## src/inc/ctml_pkg.sv

```systemverilog
// Purpose: constants and types shared by the console message link.
// Assumes: 40 MHz system clock; the console supplies the bit clock.
// Notes: the character codes and header classes are settable at the top.
//
// Function
// - Terminator character ends an inbound message; later characters are refused.
// - Inbound page message ends at first terminator, after a full page plus two characters at most.
// - Inbound bad parity aborts the transfer and requests an interrupt.
// - Bits move serially at 720,000 b/s +-15 %, on the console clock.
// - Outbound message class comes only from its first header character.
// - Outbound control message ends after sixteen characters; the terminator is not looked for.
// - After a full outbound page the second character after it ends the transfer.
// - Outbound bad parity aborts the transfer and requests an interrupt.
// - Parity-ignore toggle keeps a transfer going despite bad parity.
`default_nettype none
package ctml_pkg;
  // System clock
  localparam int CLK_HZ = 40_000_000;
  localparam int CLK_PERIOD_NS = 25;
  // Link rate and the fastest bit the synchroniser must follow
  localparam int LINK_BPS = 720_000;
  localparam int LINK_TOL_PCT = 15;
  localparam int LINK_FAST_BPS = LINK_BPS * (100 + LINK_TOL_PCT) / 100;
  localparam int BIT_MIN_CYC = CLK_HZ / LINK_FAST_BPS;
  localparam int SYNC_MIN_CYC = 4;
  // Console clear cycle, used as the ready timeout
  localparam int CLEAR_CYCLE_MS = 17;
  localparam int CLEAR_CYC = CLEAR_CYCLE_MS * (CLK_HZ / 1000);
  // Character format
  localparam int CHAR_W_DEF = 6;
  localparam logic [5:0] EOM_CODE = 6'h0f;
  localparam logic [5:0] CTRL_HDR_MASK = 6'h30;
  localparam logic [5:0] CTRL_HDR_VAL = 6'h30;
  // Page geometry and message lengths
  localparam int PAGE_LINES = 37;
  localparam int LINE_CHARS = 64;
  localparam int PAGE_CHARS = PAGE_LINES * LINE_CHARS;
  localparam int PAGE_WORDS = 296;
  localparam int PAGE_STORE = 3;
  localparam int KEY_COUNT = 34;
  localparam int CTRL_IN_CHARS = 4;
  localparam int CTRL_OUT_CHARS = 16;
  localparam int MSG_LIMIT = PAGE_CHARS + 2;
  localparam int CNT_W = 12;
  // Synchronised pins
  localparam int SYNC_PINS = 5;
  localparam int PIN_CLK = 0;
  localparam int PIN_RXD = 1;
  localparam int PIN_RXF = 2;
  localparam int PIN_RDY = 3;
  localparam int PIN_AVL = 4;
  // Buffer
  localparam int BUF_DEPTH = 2;
  typedef enum logic [1:0] {TX_IDLE, TX_LOAD, TX_SHIFT} ctml_tx_st_t;
endpackage
`default_nettype wire

```

## src/ctml_buf.sv

```systemverilog
// Purpose: small FIFO between the serial receiver and the processor.
// Assumes: one clock; push only while in_ready is high.
// Notes: read data come straight from the storage flops.
`timescale 1ns/10ps
`default_nettype none
module ctml_buf #(
  parameter int W = 7,
  parameter int DEPTH = ctml_pkg::BUF_DEPTH
)(
  input wire logic clk_sys,          // System clock
  input wire logic rst,              // Sync reset
  input wire logic in_valid,         // Push request
  input wire logic [W-1:0] in_data,  // Push data
  output logic in_ready,             // Room left
  output logic out_valid,            // Word waiting
  output logic [W-1:0] out_data,     // Head word
  input wire logic out_ready         // Consumer takes
);
  localparam int PW = (DEPTH > 1) ? $clog2(DEPTH) : 1;
  localparam int CW = $clog2(DEPTH + 1);

  if (DEPTH < 2 || (DEPTH & (DEPTH - 1)) != 0)
  begin : g_chk
    $error("ctml_buf: DEPTH must be a power of two, at least 2");
  end

  logic [W-1:0] mem_q [DEPTH];
  logic [PW-1:0] wr_q;
  logic [PW-1:0] rd_q;
  logic [CW-1:0] cnt_q;
  logic push;
  logic pop;

  ////////////////////////////////////////////////////////////////
  // Handshake decode
  assign in_ready = cnt_q != CW'(DEPTH);
  assign out_valid = cnt_q != '0;
  assign out_data = mem_q[rd_q];
  assign push = in_valid && in_ready;
  assign pop = out_valid && out_ready;

  // Storage, no reset needed for data
  always_ff @(posedge clk_sys)
  begin
    if (push)
      mem_q[wr_q] <= in_data;
  end

  // Pointers and fill level
  always_ff @(posedge clk_sys)
  begin
    if (rst)
    begin
      wr_q <= '0;
      rd_q <= '0;
      cnt_q <= '0;
    end
    else
    begin
      if (push)
        wr_q <= wr_q + PW'(1);
      if (pop)
        rd_q <= rd_q + PW'(1);
      cnt_q <= cnt_q + CW'(push) - CW'(pop);
    end
  end
endmodule
`default_nettype wire

```

## src/ctml_link.sv

```systemverilog
// Purpose: frames console messages over the bit-serial link, both ways.
// Assumes: console clock, frame and ready arrive asynchronous to clk_sys.
// Notes: one idle bit time separates outbound characters.
`timescale 1ns/10ps
`default_nettype none
module ctml_link #(
  parameter int CHAR_W = ctml_pkg::CHAR_W_DEF,
  parameter bit LSB_FIRST = 1'b1,
  parameter bit PAR_ODD = 1'b1,
  parameter logic [CHAR_W-1:0] END_OF_MESSAGE_CHAR = CHAR_W'(ctml_pkg::EOM_CODE),
  parameter logic [CHAR_W-1:0] HDR_MASK = CHAR_W'(ctml_pkg::CTRL_HDR_MASK),
  parameter logic [CHAR_W-1:0] HDR_VAL = CHAR_W'(ctml_pkg::CTRL_HDR_VAL),
  parameter int CLEAR_WAIT_CYC = ctml_pkg::CLEAR_CYC
)(
  input wire logic clk_sys,                // 40 MHz system clock
  input wire logic rst,                    // Sync reset, high
  input wire logic con_clk,                // Console bit clock pin
  input wire logic con_rx_data,            // Serial data from console
  input wire logic con_rx_frame,           // Console sending a message
  input wire logic con_ready,              // Console can take output
  input wire logic con_msg_avail,          // Console holds a message
  output logic con_select,                 // Scanner picked console
  output logic con_tx_data,                // Serial data to console
  output logic con_tx_frame,               // Outbound message active
  input wire logic scan_sel,               // Scanner select pulse
  output logic msg_avail,                  // Synced message waiting
  input wire logic parity_ignore,          // Parity-ignore toggle
  output logic [CHAR_W:0] rx_char,         // Inbound char, parity on top
  output logic rx_char_valid,              // Inbound char waiting
  input wire logic rx_char_ready,          // Processor takes it
  output logic rx_done,                    // Inbound message ended
  input wire logic tx_start,               // Begin outbound message
  input wire logic [CHAR_W:0] tx_char,     // Outbound char, parity on top
  input wire logic tx_char_valid,          // Outbound char offered
  output logic tx_char_ready,              // Outbound char taken
  output logic tx_busy,                    // Outbound message running
  output logic tx_done,                    // Outbound message ended
  output logic xfer_abort,                 // Any transfer aborted
  output logic irq_req                     // Parity interrupt request
);
  localparam int CW = CHAR_W + 1;
  localparam int BW = $clog2(CW + 1);
  localparam int WW = $clog2(CLEAR_WAIT_CYC + 1);
  localparam int NW = ctml_pkg::CNT_W;
  localparam int SP = ctml_pkg::SYNC_PINS;
  localparam logic [NW-1:0] LIM_M1 = NW'(ctml_pkg::MSG_LIMIT - 1);
  localparam logic [NW-1:0] CTRL_M1 = NW'(ctml_pkg::CTRL_OUT_CHARS - 1);

  // Elaboration checks
  if (CHAR_W < 2 || CLEAR_WAIT_CYC < 1)
  begin : g_chk_par
    $error("ctml_link: CHAR_W below 2 or CLEAR_WAIT_CYC below 1");
  end
  if (ctml_pkg::BIT_MIN_CYC < ctml_pkg::SYNC_MIN_CYC)
  begin : g_chk_rate
    $error("ctml_link: system clock too slow for the link");
  end

  ////////////////////////////////////////////////////////////////
  // Pin synchronisers
  logic [SP-1:0] pin_raw;
  logic [SP-1:0] meta_q;
  logic [SP-1:0] sync_q;
  logic clk_prev_q;
  logic rxf_prev_q;
  logic link_rise;
  logic link_fall;
  logic rxf_rise;
  logic rxf_fall;
  logic rdy_s;

  assign pin_raw = {con_msg_avail, con_ready, con_rx_frame, con_rx_data, con_clk};

  // Two flops per pin before any logic looks
  for (genvar g = 0; g < SP; g++)
  begin : g_sync
    always_ff @(posedge clk_sys)
    begin
      if (rst)
      begin
        meta_q[g] <= 1'b0;
        sync_q[g] <= 1'b0;
      end
      else
      begin
        meta_q[g] <= pin_raw[g];
        sync_q[g] <= meta_q[g];
      end
    end
  end

  // Edge history of the synced clock and frame
  always_ff @(posedge clk_sys)
  begin
    if (rst)
    begin
      clk_prev_q <= 1'b0;
      rxf_prev_q <= 1'b0;
    end
    else
    begin
      clk_prev_q <= sync_q[ctml_pkg::PIN_CLK];
      rxf_prev_q <= sync_q[ctml_pkg::PIN_RXF];
    end
  end

  assign link_rise = sync_q[ctml_pkg::PIN_CLK] && !clk_prev_q;
  assign link_fall = !sync_q[ctml_pkg::PIN_CLK] && clk_prev_q;
  assign rxf_rise = sync_q[ctml_pkg::PIN_RXF] && !rxf_prev_q;
  assign rxf_fall = !sync_q[ctml_pkg::PIN_RXF] && rxf_prev_q;
  assign rdy_s = sync_q[ctml_pkg::PIN_RDY];
  assign msg_avail = sync_q[ctml_pkg::PIN_AVL];

  ////////////////////////////////////////////////////////////////
  // Scanner selection of a waiting console
  logic sel_q;

  always_ff @(posedge clk_sys)
  begin
    if (rst)
      sel_q <= 1'b0;
    else if (rxf_rise)
      sel_q <= 1'b0;
    else if (scan_sel && msg_avail)
      sel_q <= 1'b1;
  end
  assign con_select = sel_q;

  ////////////////////////////////////////////////////////////////
  // Inbound receiver
  logic rx_on_q;
  logic [CW-1:0] rx_sh_q;
  logic [BW-1:0] rx_bit_q;
  logic [NW-1:0] rx_cnt_q;
  logic rx_done_q;
  logic rx_perr_q;
  logic bit_take;
  logic [CW-1:0] rx_next;
  logic rx_char_done;
  logic rx_par_ok;
  logic rx_is_eom;
  logic rx_abort;
  logic rx_push;
  logic rx_end;
  logic rx_end_lim;
  logic buf_in_ready;

  // Sample on the console's rising edge, limited by frame
  assign bit_take = rx_on_q && link_rise && sync_q[ctml_pkg::PIN_RXF];
  assign rx_next = LSB_FIRST ? {sync_q[ctml_pkg::PIN_RXD], rx_sh_q[CW-1:1]}
                             : {rx_sh_q[CW-2:0], sync_q[ctml_pkg::PIN_RXD]};
  assign rx_char_done = bit_take && rx_bit_q == BW'(CW - 1);
  assign rx_par_ok = (^rx_next) == PAR_ODD;
  assign rx_is_eom = rx_next[CHAR_W-1:0] == END_OF_MESSAGE_CHAR;
  assign rx_abort = rx_char_done && ((!rx_par_ok && !parity_ignore) || !buf_in_ready);
  assign rx_push = rx_char_done && !rx_abort;
  assign rx_end_lim = rx_push && rx_cnt_q == LIM_M1;
  assign rx_end = rx_push && (rx_is_eom || rx_cnt_q == LIM_M1);

  // Frame start arms, end or abort disarms
  always_ff @(posedge clk_sys)
  begin
    if (rst)
      rx_on_q <= 1'b0;
    else if (rxf_rise)
      rx_on_q <= 1'b1;
    else if (rx_abort || rx_end || rxf_fall)
      rx_on_q <= 1'b0;
  end

  // Shift register and counters
  always_ff @(posedge clk_sys)
  begin
    if (rst || rxf_rise)
    begin
      rx_sh_q <= '0;
      rx_bit_q <= '0;
      rx_cnt_q <= '0;
    end
    else if (bit_take)
    begin
      rx_sh_q <= rx_next;
      rx_bit_q <= rx_char_done ? '0 : rx_bit_q + BW'(1);
      if (rx_push)
        rx_cnt_q <= rx_cnt_q + NW'(1);
    end
  end

  // Status pulses
  always_ff @(posedge clk_sys)
  begin
    if (rst)
    begin
      rx_done_q <= 1'b0;
      rx_perr_q <= 1'b0;
    end
    else
    begin
      rx_done_q <= rx_end;
      rx_perr_q <= rx_char_done && !rx_par_ok && !parity_ignore;
    end
  end
  assign rx_done = rx_done_q;

  // Absorbs a processor stall of up to two characters
  ctml_buf #(.W(CW), .DEPTH(ctml_pkg::BUF_DEPTH)) u_buf (
    .clk_sys(clk_sys),
    .rst(rst),
    .in_valid(rx_push),
    .in_data(rx_next),
    .in_ready(buf_in_ready),
    .out_valid(rx_char_valid),
    .out_data(rx_char),
    .out_ready(rx_char_ready)
  );

  ////////////////////////////////////////////////////////////////
  // Outbound transmitter
  ctml_pkg::ctml_tx_st_t tx_st_q;
  ctml_pkg::ctml_tx_st_t tx_st_d;
  logic [NW-1:0] tx_cnt_q;
  logic [CW-1:0] tx_sh_q;
  logic [BW-1:0] tx_bit_q;
  logic [WW-1:0] tx_wait_q;
  logic tx_out_q;
  logic tx_frame_q;
  logic tx_ctrl_q;
  logic tx_last_q;
  logic tx_done_q;
  logic tx_perr_q;
  logic abort_q;
  logic tx_take;
  logic tx_par_ok;
  logic tx_bad_stop;
  logic hdr_ctrl;
  logic ctrl_now;
  logic tx_is_last;
  logic tx_fall_ok;
  logic tx_shift_en;
  logic tx_char_end;
  logic tx_timeout;
  logic tx_refuse;

  assign tx_take = tx_st_q == ctml_pkg::TX_LOAD && tx_char_valid;
  assign tx_par_ok = (^tx_char) == PAR_ODD;
  assign tx_bad_stop = !tx_par_ok && !parity_ignore;
  assign hdr_ctrl = (tx_char[CHAR_W-1:0] & HDR_MASK) == HDR_VAL;
  assign ctrl_now = tx_cnt_q == '0 ? hdr_ctrl : tx_ctrl_q;
  // sixteen chars; full page then two more
  assign tx_is_last = ctrl_now ? tx_cnt_q == CTRL_M1
                    : (tx_cnt_q != '0 && tx_char[CHAR_W-1:0] == END_OF_MESSAGE_CHAR) || tx_cnt_q == LIM_M1;
  // console holds ready low while clearing
  assign tx_fall_ok = link_fall && rdy_s;
  assign tx_shift_en = tx_st_q == ctml_pkg::TX_SHIFT && tx_fall_ok && tx_bit_q != BW'(CW);
  assign tx_char_end = tx_st_q == ctml_pkg::TX_SHIFT && tx_fall_ok && tx_bit_q == BW'(CW);
  assign tx_timeout = tx_st_q == ctml_pkg::TX_SHIFT && tx_wait_q == WW'(CLEAR_WAIT_CYC);
  assign tx_refuse = tx_st_q == ctml_pkg::TX_IDLE && tx_start && !rdy_s;

  // Next state
  always_comb
  begin
    tx_st_d = tx_st_q;
    unique case (tx_st_q)
      ctml_pkg::TX_IDLE:
        if (tx_start && rdy_s)
          tx_st_d = ctml_pkg::TX_LOAD;
      ctml_pkg::TX_LOAD:
        if (tx_take)
          tx_st_d = tx_bad_stop ? ctml_pkg::TX_IDLE : ctml_pkg::TX_SHIFT;
      ctml_pkg::TX_SHIFT:
        if (tx_timeout || (tx_char_end && tx_last_q))
          tx_st_d = ctml_pkg::TX_IDLE;
        else if (tx_char_end)
          tx_st_d = ctml_pkg::TX_LOAD;
      default:
        tx_st_d = ctml_pkg::TX_IDLE;
    endcase
  end

  always_ff @(posedge clk_sys)
  begin
    if (rst)
      tx_st_q <= ctml_pkg::TX_IDLE;
    else
      tx_st_q <= tx_st_d;
  end

  // Character count and class
  always_ff @(posedge clk_sys)
  begin
    if (rst || tx_st_q == ctml_pkg::TX_IDLE)
      tx_cnt_q <= '0;
    else if (tx_char_end && !tx_last_q)
      tx_cnt_q <= tx_cnt_q + NW'(1);
  end

  always_ff @(posedge clk_sys)
  begin
    if (rst)
    begin
      tx_ctrl_q <= 1'b0;
      tx_last_q <= 1'b0;
    end
    else if (tx_take)
    begin
      tx_ctrl_q <= ctrl_now;
      tx_last_q <= tx_is_last;
    end
  end

  // bits leave on the console's falling edge
  always_ff @(posedge clk_sys)
  begin
    if (rst)
    begin
      tx_sh_q <= '0;
      tx_bit_q <= '0;
      tx_out_q <= 1'b0;
    end
    else if (tx_take)
    begin
      tx_sh_q <= tx_char;
      tx_bit_q <= '0;
    end
    else if (tx_shift_en)
    begin
      tx_out_q <= LSB_FIRST ? tx_sh_q[0] : tx_sh_q[CW-1];
      tx_sh_q <= LSB_FIRST ? {1'b0, tx_sh_q[CW-1:1]} : {tx_sh_q[CW-2:0], 1'b0};
      tx_bit_q <= tx_bit_q + BW'(1);
    end
  end

  // Ready watchdog, CLEAR_WAIT_CYC cycles, one clear cycle by default
  always_ff @(posedge clk_sys)
  begin
    if (rst || tx_st_q != ctml_pkg::TX_SHIFT || rdy_s)
      tx_wait_q <= '0;
    else
      tx_wait_q <= tx_wait_q + WW'(1);
  end

  // Status pulses and frame
  always_ff @(posedge clk_sys)
  begin
    if (rst)
    begin
      tx_frame_q <= 1'b0;
      tx_done_q <= 1'b0;
      tx_perr_q <= 1'b0;
      abort_q <= 1'b0;
    end
    else
    begin
      tx_frame_q <= tx_st_d != ctml_pkg::TX_IDLE;
      tx_done_q <= tx_char_end && tx_last_q;
      tx_perr_q <= tx_take && tx_bad_stop;
      abort_q <= rx_abort || (tx_take && tx_bad_stop) || tx_timeout || tx_refuse;
    end
  end

  assign tx_char_ready = tx_st_q == ctml_pkg::TX_LOAD;
  assign tx_busy = tx_st_q != ctml_pkg::TX_IDLE;
  assign tx_done = tx_done_q;
  assign con_tx_data = tx_out_q;
  assign con_tx_frame = tx_frame_q;
  assign xfer_abort = abort_q;
  assign irq_req = rx_perr_q || tx_perr_q;
endmodule
`default_nettype wire
```

## config.mk

```make
export PLATFORM = sky130hd
export DESIGN_NAME = ctml_link
export DESIGN_NICKNAME = d
export VERILOG_FILES = /design/src/inc/ctml_pkg.sv /design/src/ctml_buf.sv /design/src/ctml_link.sv
export SDC_FILE = /design/constraint.sdc
export NUM_CORES = 1
export LEC_CHECK = 0
export ABC_AREA = 1
export BUFFER_PORTS_ARGS = -buffer_cell sky130_fd_sc_hd__clkbuf_2
export CORE_MARGIN = 10
export CORE_UTILIZATION = 35
export DETAILED_ROUTE_END_ITERATION = 8
export HOLD_SLACK_MARGIN = 0.05
export PLACE_DENSITY = 0.62
export SYNTH_ARGS = -nofsm -noshare
export SYNTH_HDL_FRONTEND = slang
export SYNTH_SLANG_ARGS = --single-unit
```

## constraint.sdc

```tcl
create_clock -name clk_sys -period 2.9 [get_ports clk_sys]
set_input_delay 0.725 -clock clk_sys [delete_from_list [all_inputs] [get_ports clk_sys]]
set_output_delay 0.725 -clock clk_sys [all_outputs]
set_load 0.005 [all_outputs]
```

Yosys cells after proc, flatten, opt, wreduce, memory -nomap -nowiden
Memory sizes are Yosys's and may differ from the RTL's. A register that Yosys moved wholly into a read port is not among the register bits.
Index checks and enable logic that the tools add are counted.
{ "word_totals": {"register_bits": 93, "mem_bits_rw": 14, "in_bits": 19, "out_inout_bits": 18, "word_cells": 145, "mem_count": 1} }
{ "memory_table": {"columns": ["memory", "depth", "width", "rd", "rd_ports_with_merged_regs", "wr", "line", "source"], "rows": [
  ["u_buf.mem_q", 2, 7, 1, 1, 1, "ctml_buf.sv:27", "logic [W-1:0] mem_q [DEPTH];"]
]} }
{ "classes": {"n_addsub": 9, "n_eq_ne": 14, "muxes": 17, "n_bitwise": 1, "n_reduce_logical": 69} }
{ "ops": {"columns": ["operator", "n"], "rows": [
  ["logical AND 1 bit", 30],
  ["adder 12 x 1 -> 12 bit (second input constant)", 2],
  ["== test 12 bit (second input constant)", 2],
  ["adder 20 x 1 -> 20 bit (second input constant)", 1],
  ["== test 20 bit (second input constant)", 1],
  ["logical OR 1 bit", 14],
  ["two-way mux 7 bit", 2],
  ["XOR reduction 7 bit", 2],
  ["== test 12 x 4 -> 1 bit (second input constant)", 1],
  ["== test 6 x 4 -> 1 bit (second input constant)", 2],
  ["zero test 12 bit", 1],
  ["nonzero test 12 bit", 1],
  ["zero test 1 bit", 11],
  ["two-way mux 2 bit", 5],
  ["nonzero test 2 bit", 5],
  ["two-way mux 1 bit", 8],
  ["adder 3 x 1 -> 3 bit (second input constant)", 2],
  ["== test 3 bit (second input constant)", 2],
  ["case mux 2 bit (3 select lines)", 1],
  ["== test 2 bit (second input constant)", 2],
  ["!= test 2 bit (second input constant)", 2],
  ["AND reduction 2 bit", 2],
  ["OR reduction 2 bit", 2],
  ["two-way mux 3 bit", 1],
  ["7 further kinds", 8]
]} }

Logic depth before layout (Yosys ltp)
Gate-level depths: netlist of the first run.
{ "depth": {"word_depth": 13, "depth_mapped": 14, "mapped_depth_nobuf": 13} }

Hierarchy
From an unflattened synthesis of the first run, not the netlist that was laid out.
{ "unflattened": {"hier_cells": 648, "area_unflattened_um2": 5111.2} }
{ "by_module_without_submodules": {"columns": ["mod", "n_inst", "cells_per_inst", "area_per_inst_um2", "seq_area_each_um2"], "rows": [
  ["ctml_link", 1, 590, 4344.2, 1761.7],
  ["ctml_buf", 1, 58, 767.0, 520.5]
]} }

Worst setup path after synthesis of the first run
OpenSTA, ideal clock, no wires.
{ "synth_path": {"path_kind": "register to register", "startpoint": "register rx_sh_q[5]", "endpoint": "memory u_buf.mem_q[0][0], enable pin", "setup_ps": 360, "arrival_time_ps": 1669, "required_ps": 2540, "slack_ps": 871, "path_stages_with_launch": 11, "n_path_buf": 1, "synth_period_minus_slack_ps": 2029, "cell_sequence": "dfxtp_1 > inv_1 > ha_1 > inv_1 > nand2_1 > nand2_1 > nand2_1 > nand3_1 > nand3_1 > buf_2 > nor2_1"} }
{ "synth_via": {"elab_chain_cells": 10} }
{ "synth_lines": {"columns": ["element", "line", "source"], "rows": [
  ["start, declared", "ctml_link.sv:132", "logic [CW-1:0] rx_sh_q;"],
  ["start signal, assigned", "ctml_link.sv:182", "rx_sh_q <= rx_next;"],
  ["XOR reduction 7 bit", "ctml_link.sv:153", "assign rx_par_ok = (^rx_next) == PAR_ODD;"],
  ["zero test 1 bit", "ctml_link.sv:155", "assign rx_abort = rx_char_done && ((!rx_par_ok && !parity_ignore) || !buf_in_ready);"],
  ["logical AND 1 bit", "ctml_link.sv:155", null],
  ["logical OR 1 bit", "ctml_link.sv:155", null],
  ["logical AND 1 bit", "ctml_link.sv:155", null],
  ["zero test 1 bit", "ctml_link.sv:156", "assign rx_push = rx_char_done && !rx_abort;"],
  ["logical AND 1 bit", "ctml_link.sv:156", null],
  ["logical AND 1 bit", "ctml_buf.sv:39", "assign push = in_valid && in_ready;"],
  ["two-way mux 1 bit", "ctml_buf.sv:45", "if (push)"],
  ["two-way mux 1 bit (not written as such)", "ctml_buf.sv:46", "mem_q[wr_q] <= in_data;"],
  ["end, declared", "ctml_buf.sv:27", null]
]} }
No other way between the ends.

Worst setup path in the final report of the first run
{ "layout_path": {"startpoint": "register rx_sh_q[5]", "endpoint": "register u_buf.cnt_q[1]"} }
{ "layout_via": {"elab_chain_cells": 10} }
{ "layout_lines": {"columns": ["element", "line", "source"], "rows": [
  ["XOR reduction 7 bit", "ctml_link.sv:153", null],
  ["zero test 1 bit", "ctml_link.sv:155", null],
  ["logical AND 1 bit", "ctml_link.sv:155", null],
  ["logical OR 1 bit", "ctml_link.sv:155", null],
  ["logical AND 1 bit", "ctml_link.sv:155", null],
  ["zero test 1 bit", "ctml_link.sv:156", null],
  ["logical AND 1 bit", "ctml_link.sv:156", null],
  ["logical AND 1 bit", "ctml_buf.sv:39", null],
  ["adder 2 x 1 -> 2 bit", "ctml_buf.sv:64", "cnt_q <= cnt_q + CW'(push) - CW'(pop);"],
  ["subtractor 2 x 1 -> 2 bit", "ctml_buf.sv:64", null],
  ["end signal, assigned", "ctml_buf.sv:64", null],
  ["end, declared", "ctml_buf.sv:30", "logic [CW-1:0] cnt_q;"]
]} }
No other way between the ends.
A chain may end at the register's enable or synchronous reset.

==> results of run 1 <==
[worst register-to-register path, stage by stage (launching register included)]
cell	delay (ns)
dfxtp_1	0.34
inv_1	0.08
ha_1	0.32
inv_1	0.08
nand2_1	0.05
nand2_1	0.05
nand2_1	0.05
nand3_1	0.11
nand2_1	0.13
nor2_4	0.30
ha_1	0.23
xor2_1	0.17
o21ai_0	0.09
a21oi_1	0.11
[placed cells by master (no fill, tap or decap), types with 14 or more instances in the layout]
cell type / synthesis / final
edfxtp_1: 14 / 14
nor2_1: 71 / 71
ha_1: 20 / 20
dfxtp_1: 93 / 93
xor2_1: 14 / 14
nor3_1: 26 / 26
a21oi_1: 46 / 46
clkbuf_2: 0 / 36
nand2_1: 127 / 127
o21ai_0: 30 / 30
nand3_1: 31 / 31
inv_1: 88 / 88
[how the worst max path moves through the flow]
stage | depth (start not counted) | to | slack [ns] | start
after floorplan | 10 | u_buf.mem_q[0][0]$_DFFE_PP_ | 0.87 | rx_sh_q[5]$_SDFFE_PP0P_
after global placement | 7 | rx_sh_q[5]$_SDFFE_PP0P_ | 0.66 | rst
after detailed placement | 7 | rx_cnt_q[1]$_SDFFE_PP0P_ | 0.61 | rst
after CTS | 13 | u_buf.cnt_q[1]$_SDFF_PP0_ | 0.70 | rx_sh_q[5]$_SDFFE_PP0P_
after global routing | 13 | u_buf.cnt_q[1]$_SDFF_PP0_ | 0.49 | rx_sh_q[5]$_SDFFE_PP0P_
final | 13 | u_buf.cnt_q[1]$_SDFF_PP0_ | 0.73 | rx_sh_q[5]$_SDFFE_PP0P_
[metrics by stage]
stage	cells	total power, mW	hold slack, ns	setup slack [ns]
CTS	867	2.93	0.411	0.700
floorplan	643	1.64	0.388	0.871
detailed placement	851	1.69	0.401	0.615
global placement	851	1.69	0.396	0.658
global route	867	2.99	0.428	0.486
finish	867	2.88	0.407	0.734
[power by group through the flow]
stage	sequential [mW]	clock, mW	combinational (mW)
after detailed placement	1.56	0	0.123
final	1.53	1.23	0.122
after global routing	1.53	1.32	0.143
after floorplan	1.56	0	0.0825
after global placement	1.56	0	0.123
after CTS	1.53	1.27	0.124
[metal layers]
layer,up-vias,wire (µm),GRT usage [%]
met1,1794,5290,14.7
met4,0,199,4.89
met3,13,344,1.89
li1,2168,-,-
met5,-,0,0
met2,66,4220,15.3
[state kept, by name, summed over array words and instances, names as in the netlist, 2 cells and up, named ones only]
register	flops
rx_bit_q	3
rx_cnt_q	12
tx_cnt_q	12
sync_q	2
meta_q	5
tx_st_q	2
tx_sh_q	7
u_buf.mem_q	14
u_buf.cnt_q	2
tx_wait_q	20
tx_bit_q	3
rx_sh_q	6
[cells by family (layout without fill, tap and decap cells)]
logic type      Yosys count  in the layout
flops                   107            107
buf+inv                 103            147
xor+xnor                 17             17
mux                       7              7
simple gates            299            299
compound gates           90             90
fa+ha+maj                20             20
[layout make-up]
| cell class | instances | area [µm²] |
|---|---|---|
| tap | 180 | 225 |
| sequential | 107 | 2280 |
| clock inverter | 5 | 43.8 |
| inverter | 91 | 343 |
| multi-input combinational | 433 | 2340 |
| clock buffer | 11 | 264 |
| timing repair buffer | 40 | 210 |
| fill | 1467 | 8280 |
==> results.ini, run 1 <==
[status]
status = finished, final reports clean

[clock_network]
cts_setup_buffers = 0
cts_sinks = 107
hold_buffers = 0
htreeDepth = 3
cts_resized = 0
clock_tree.buffer_depth = 2
cts_tree = yes
path_clk_slew_ns = 0.07
root_buffer = clkbuf_16
cts_buffers = 9
clk_latency_ns = 0.35

[drt]
via_per_inst = 4.66
detail-route-antenna-nets = 0
vias = 4041
drc = 0
drt-initial-drc-count = 290
first_pass_iters = 4
wl_per_cell_um = 11.6
drt_wl_total_um = 10100

[sta]
tns_ns = 0
setup_violations = 0
fmax_mhz = 462
maxSlewViolCount = 0
min_period_ns = 2.17
hold_viol = 0
tightest_slew_ns = 0.672
timing.final.crit_share_pct = 74.7
rsz0062_at_grt = no
fin_skew_ns = 0.00552
slew_headroom_pct = 54.9

[worst_setup_path]
max_stage_delay_ns = 0.34
critical_path_class = flip-flop to flip-flop
timing.rr.start = rx_sh_q[5]$_SDFFE_PP0P_
crit_required_ns = 3.18
reg2regPathDepth = 13
critPathCaptureType = flip-flop
regToRegEndpoint = u_buf.cnt_q[1]$_SDFF_PP0_
crit_chain = inv_1 > ha_1 > inv_1 > nand2_1 > nand2_1 > nand2_1 > nand3_1 > nand2_1 > nor2_4 > ha_1 > xor2_1 > o21ai_0 > a21oi_1
critPathSlowestCell = dfxtp_1
critPathMostFrequentCell = nand2_1
arrival_ns = 2.45
path_max_fanout = 15
ff2ff_setup_slack_ns = 0.73
crit_path_start_kind = flip-flop
critPathBufInv = 2
crit_family = simple AND/OR/NAND/NOR gates

[layout]
drive_gt1_share_pct = 13.4
diodes = 0
fin_util_pct = 40.8
syn2layout_area_growth_pct = 13.4
fin_area_um2 = 5710
nets = 721

[min_path]
hp-start = meta_q[2]$_SDFF_PP0_
hold_end = sync_q[2]$_SDFF_PP0_
hp-class = flip-flop to flip-flop
whs_path_depth = 2

[global_routing]
first_global_vias = 3738
grtUsageTotal_pct = 10.5
grt_max_degree = 27
overflow = 0
grt_pass1_wl_um = 17600
antenna_found_initial = 0

[synth]
yosysUniqueCellTypes = 40
yosysMostFrequentCell = nand2_1
yosys.area_share.adder_pct = 4.97
synth_edf_count = 14
yosys.area.top_type = dfxtp_1
syn_area_um2 = 5030
synth_common_cells = 127 x nand2_1, 93 x dfxtp_1, 88 x inv_1
netlist_instances = 643
synth.avg_cell_area_um2 = 7.83
async_flop_share_pct = 0
yosys_warnings = 0
synth_top_family_by_area = simple AND/OR/NAND/NOR gates
synth_fp_nets = 682
synth_compound_area_share_pct = 9.52
synth_ff_type = dfxtp_1
synth-simple-area-share_pct = 27.5
synth-xor-area-share_pct = 2.96
synth_top_area_share_pct = 37.0
ys_ff_latch = 107
yosys-top-cells-area = dfxtp_1 37%, nand2_1 9.5%, edfxtp_1 8.4%
ys_seq_area_share_pct = 45.4
synthMuxAreaShare_pct = 1.57

[floorplan]
rows = 43
fp.dieW_um = 140
coreArea_um2 = 14000
start_util_pct = 36.0
io_pins = 37
die_h_um = 140
dieArea_um2 = 19600

[placed_design]
placed_area_um2 = 5400
dpl.hpwl_um = 7500
port_buffers = 36
gp_congestion = 0.839

[pwr]
swShare_pct = 22.6
pwr-share-clk_pct = 42.8
seqPwrFrac_pct = 53.0
p_per_area_nw_per_um2 = 505
p_switching_mw = 0.653
intPower_mw = 2.23
p_comb_share_pct = 4.2
leakagePower_nw = 2.22
vdd_drop_max_uv = 273

[run]
max_cap_viol_count = 0

Power figures use the tool's default switching activity.
==> run 2, diff against run 1 <==
Settings changed: ABC_AREA 1 to 0.
Clock period 2.9 ns to 2.2 ns, I/O delays scaled along.
==> results.ini, run 2 <==
[sta]
rsz0062_at_grt = no
maxSlewViolCount = 0
tns_ns = 0
slew_headroom_pct = 57.1
timing.final.crit_share_pct = 93.5
fmax_mhz = 486
tightest_slew_ns = 0.641
min_period_ns = 2.06
fin_ws_ns = 0.143
hold_slack_ns = 0.401
fin_skew_ns = 0.00490
setup_violations = 0
hold_viol = 0

[synth]
syn_area_um2 = 4720
synth_top_area_share_pct = 39.4
synth_edf_count = 14
synth.avg_cell_area_um2 = 9.37
yosysMostFrequentCell = dfxtp_1
synth_common_cells = 93 x dfxtp_1, 61 x nor2_1, 40 x nand2_1
netlist_instances = 504
yosys-top-cells-area = dfxtp_1 39%, edfxtp_1 8.9%, ha_1 5.3%
async_flop_share_pct = 0
yosys.area.top_type = dfxtp_1
synth_ff_type = dfxtp_1
synth_fp_nets = 543
ys_seq_area_share_pct = 48.3
yosys_warnings = 0
ys_ff_latch = 107
yosysUniqueCellTypes = 56

[drt]
drt-initial-drc-count = 247
first_pass_iters = 5
drt_wl_total_um = 10200
vias = 3675
drc = 0
detail-route-antenna-nets = 0
via_per_inst = 5.02
wl_per_cell_um = 14.0

[pwr]
p_switching_mw = 0.892
p_comb_share_pct = 5.5
p_per_area_nw_per_um2 = 703
pwr-share-clk_pct = 42.3
vdd_drop_max_uv = 306
leakagePower_nw = 1.98
power.total_mw = 3.87
swShare_pct = 23.1
seqPwrFrac_pct = 52.3
intPower_mw = 2.98

[placed_design]
pre_cts_ws_ns = 0.117
dp_cells = 716
dpl.hpwl_um = 7550
gp_congestion = 0.826
placed_area_um2 = 5180
port_buffers = 36

[worst_setup_path]
path_max_fanout = 7
critPathMostFrequentCell = xnor2_2
arrival_ns = 2.34
crit_path_start_kind = flip-flop
critPathSlowestCell = or4_1
crit_chain = inv_1 > ha_1 > xnor2_2 > xnor2_2 > o21ai_2 > or4_1 > a21oi_1
crit_required_ns = 2.48
critPathBufInv = 1
crit_family = simple AND/OR/NAND/NOR gates
timing.rr.start = rx_sh_q[5]$_SDFFE_PP0P_
critPathLaunch = rx_sh_q[5]$_SDFFE_PP0P_
max_stage_delay_ns = 0.52
critPathCaptureType = flip-flop
critical_path_class = flip-flop to flip-flop

[min_path]
hp-class = input pin to flip-flop
hp-start = con_clk

[clock_network]
path_clk_slew_ns = 0.07
root_buffer = clkbuf_16
cts_tree = yes
clock_tree.buffer_depth = 2
clk_latency_ns = 0.35
cts_buffers = 9
hold_buffers = 0
cts_sinks = 107
htreeDepth = 3

[run]
max_cap_viol_count = 0

[layout]
multi_input_area_um2 = 2290
final_common_cell = dfxtp_1
nets = 590
regArea_um2 = 2280
finalNonFillerCells = 732
reg_top3 = tx_wait_q x20, u_buf.mem_q x14
final_cell_mix = 91 x dfxtp_1, 60 x nor2_1, 40 x nand2_1
diodes = 0
fin_util_pct = 41.5
largest_reg_flops = 20
fillers = 1336
fin_area_um2 = 5500
drive_gt1_share_pct = 15.6
regMostFlops = tx_wait_q
syn2layout_area_growth_pct = 16.4

[floorplan]
io_pins = 37
start_util_pct = 35.7
dieArea_um2 = 18500
fp.dieW_um = 136
coreArea_um2 = 13200
rows = 42
die_h_um = 136

[global_routing]
overflow = 0
grt_max_degree = 20
first_global_vias = 3572
grt_pass1_wl_um = 17200
antenna_found_initial = 0
grtUsageTotal_pct = 11.6

[status]
status = finished, final reports clean

run 2: cell types whose count changed after synthesis, moves of 10 or more:
cell and delta:
nor2b_1 +15, a21oi_1 -19, o21ai_0 -17, inv_1 -62, xnor2_1 +21, nor2_1 -10
nand2_1 -87, nand3_1 -13, nor3_1 -11
run 2: worst reg2reg max path: cells and delay by family, from the launching register on:
kind,cells,cell delay (ns)
xor+xnor,2,0.43
flops,1,0.35
buf+inv,1,0.05
fa+ha+maj,1,0.32
simple gates,1,0.52
compound gates,2,0.32
run 2: final timing paths:
path                                                 end  slack, ns  cells past startpoint
worst max-delay path            rx_cnt_q[9]$_SDFFE_PP0P_       0.14                      7
worst max register to register  rx_cnt_q[9]$_SDFFE_PP0P_       0.14                      7
worst min register to register      sync_q[0]$_SDFF_PP0_       0.44                      1
worst min-delay path                meta_q[0]$_SDFF_PP0_       0.40                      2
run 2: what timing repair did:
item | 4_1_cts | 5_1_grt
endpoints found under the setup margin | 0 | 4
setup buffers | 0 | 0
resized for setup | 0 | 4
run 2: cell families (layout without fill, tap and decap cells):
group           count (synthesis)  in the layout  synth area share (%)
compound gates                 73             73                  9.91
flops                         107            107                  48.3
xor+xnor                       41             41                  7.76
fa+ha+maj                      20             20                  5.30
buf+inv                        42             94                  3.39
mux                            13             13                  2.94
simple gates                  208            208                  22.4
run 2: area by class of cell:
class                   instances  area share, %
multi-input cells             355           41.7
clock inverters                 5          0.751
well taps                     176           4.00
flip-flops and latches        107           41.5
clock buffers                  11           4.80
repair buffers                 52           5.46
inverters                      26           1.77
run 2: per-layer routing:
| layer | global-route usage [%] | share of wire (%) |
|---|---|---|
| met1 | 14.1 | 47 |
| met5 | 0 | 0 |
| met4 | 6.80 | 2.8 |
| met2 | 18.1 | 45 |
| met3 | 3.17 | 5.2 |
run 2: power by group through the flow:
stage	Sequential, mW	Clock, mW	Combinational, mW
finish	2.02	1.63	0.211
global route	2.03	1.76	0.238
CTS	2.02	1.69	0.215
detailed placement	2.07	0	0.214
global placement	2.07	0	0.213
floorplan	2.06	0	0.139
==> run 3, diff against run 2 <==
==> constraint.sdc (replaced) <==
create_clock -name clk_sys -period 2.6 [get_ports clk_sys]
set_input_delay 0.65 -clock clk_sys [delete_from_list [all_inputs] [get_ports clk_sys]]
set_output_delay 0.65 -clock clk_sys [all_outputs]
set_load 0.01 [all_outputs]
==> results.ini, run 3 (synthesis results as in run 2) <==
[status]
status = finished, final reports clean

[global_routing]
grt_max_degree = 22
grtUsageTotal_pct = 11.5
first_global_vias = 3557
antenna_found_initial = 0
grt_pass1_wl_um = 17000
overflow = 0

[sta]
tightest_slew_ns = 0.612
setup_violations = 0
fmax_mhz = 430
timing.final.crit_share_pct = 89.5
fin_ws_ns = 0.274
hold_viol = 0
maxSlewViolCount = 0
min_period_ns = 2.33
rsz0062_at_grt = no
slew_headroom_pct = 59.1
tns_ns = 0
fin_skew_ns = 0.0103

[drt]
drt-initial-drc-count = 194
first_pass_iters = 5
via_per_inst = 5.05
detail-route-antenna-nets = 0
drc = 0
wl_per_cell_um = 14.1
drt_wl_total_um = 10200
vias = 3664

[pwr]
p_switching_mw = 0.716
leakagePower_nw = 1.93
p_per_area_nw_per_um2 = 597
p_comb_share_pct = 5.7
vdd_drop_max_uv = 529
swShare_pct = 22.1
intPower_mw = 2.52
pwr-share-clk_pct = 41.3
seqPwrFrac_pct = 53.0

[placed_design]
gp_congestion = 0.789
pre_cts_ws_ns = 0.269
dpl.hpwl_um = 7520
port_buffers = 36

[layout]
final_common_cell = dfxtp_1
drive_gt1_share_pct = 13.1
syn2layout_area_growth_pct = 14.6
final_cell_mix = 93 x dfxtp_1, 61 x nor2_1, 40 x nand2_1
regMostFlops = tx_wait_q
reg_top3 = tx_wait_q x20, u_buf.mem_q x14
fin_util_pct = 40.9
largest_reg_flops = 20
diodes = 0
nets = 583

[clock_network]
hold_buffers = 0
path_clk_slew_ns = 0.07
cts_setup_buffers = 0
htreeDepth = 3
cts_tree = yes
root_buffer = clkbuf_16
clock_tree.buffer_depth = 2
clk_latency_ns = 0.35
cts_resized = 0
cts_sinks = 107
cts_buffers = 9

[floorplan]
die_h_um = 136
coreArea_um2 = 13200
dieArea_um2 = 18500
fp.dieW_um = 136
start_util_pct = 35.7
io_pins = 37
rows = 42

[worst_setup_path]
crit_required_ns = 2.84
path_max_fanout = 9
crit_path_start_kind = flip-flop
critPathCaptureType = flip-flop
critical_path_class = flip-flop to flip-flop
arrival_ns = 2.56

[min_path]
hp-class = flip-flop to flip-flop

[run]
max_cap_viol_count = 0

[run 3: changes by cell type in the layout (fill, tap and decap cells not counted), sizes merged]
| cell | delta |
|---|---|
| clkinvlp | -1 |
| clkinv | +2 |
| bufinv | +1 |
| buf | -7 |
| inv | -2 |
[run 3: layer usage]
layer / vias to the layer above / global-route usage, % / wire [µm] / share of wire [%]
met4: 0 / 5.27 / 206 / 2.0
li1: 1838 / - / - / -
met3: 14 / 3.14 / 608 / 6.0
met1: 1725 / 14.1 / 4700 / 46
met5: - / 0 / 0 / 0
met2: 87 / 18.3 / 4680 / 46
[run 3: power by group through the flow]
| stage | registers [mW] | clock network (mW) | logic [mW] |
|---|---|---|---|
| after floorplan | 1.74 | 0 | 0.124 |
| after global placement | 1.75 | 0 | 0.184 |
| after detailed placement | 1.75 | 0 | 0.187 |
| after CTS | 1.71 | 1.36 | 0.188 |
| after global routing | 1.72 | 1.44 | 0.207 |
| final | 1.71 | 1.34 | 0.184 |
[run 3: area by class of cell]
cell class / count / area, µm²
fillers: 1345 / 7830
flip-flops and latches: 107 / 2280
multi-input cells: 355 / 2280
repair buffers: 45 / 248
clock buffers: 11 / 233
well taps: 176 / 220
inverters: 26 / 97.6
clock inverters: 5 / 53.8
[run 3: stage by stage]
step | hold WS, ns | instance area, µm² | power, mW | cells
after floorplan | 0.414 | 4720 | 1.87 | 504
after global placement | 0.434 | 5130 | 1.93 | 709
after detailed placement | 0.431 | 5130 | 1.94 | 709
after CTS | 0.447 | 5420 | 3.26 | 725
after global routing | 0.456 | 5420 | 3.36 | 725
final | 0.443 | 5420 | 3.23 | 725
[run 3: worst paths after layout]
check	startpoint	to	slack [ns]	cells past startpoint
setup / recovery	rx_sh_q[5]$_SDFFE_PP0P_	u_buf.cnt_q[1]$_SDFF_PP0_	0.27	10
hold / removal	meta_q[4]$_SDFF_PP0_	msg_avail$_SDFF_PP0_	0.44	1
setup reg to reg	rx_sh_q[5]$_SDFFE_PP0P_	u_buf.cnt_q[1]$_SDFF_PP0_	0.27	10
hold reg to reg	meta_q[4]$_SDFF_PP0_	msg_avail$_SDFF_PP0_	0.44	1
[run 3: critical path: stages (launching register included)]
cell and delay [ns]:
dfxtp_1 0.38, inv_1 0.06, ha_1 0.30, xnor2_1 0.24
xnor2_2 0.21, o21ai_2 0.35, inv_1 0.13, ha_1 0.21
xor2_1 0.15, xnor2_1 0.13, nor2_1 0.05
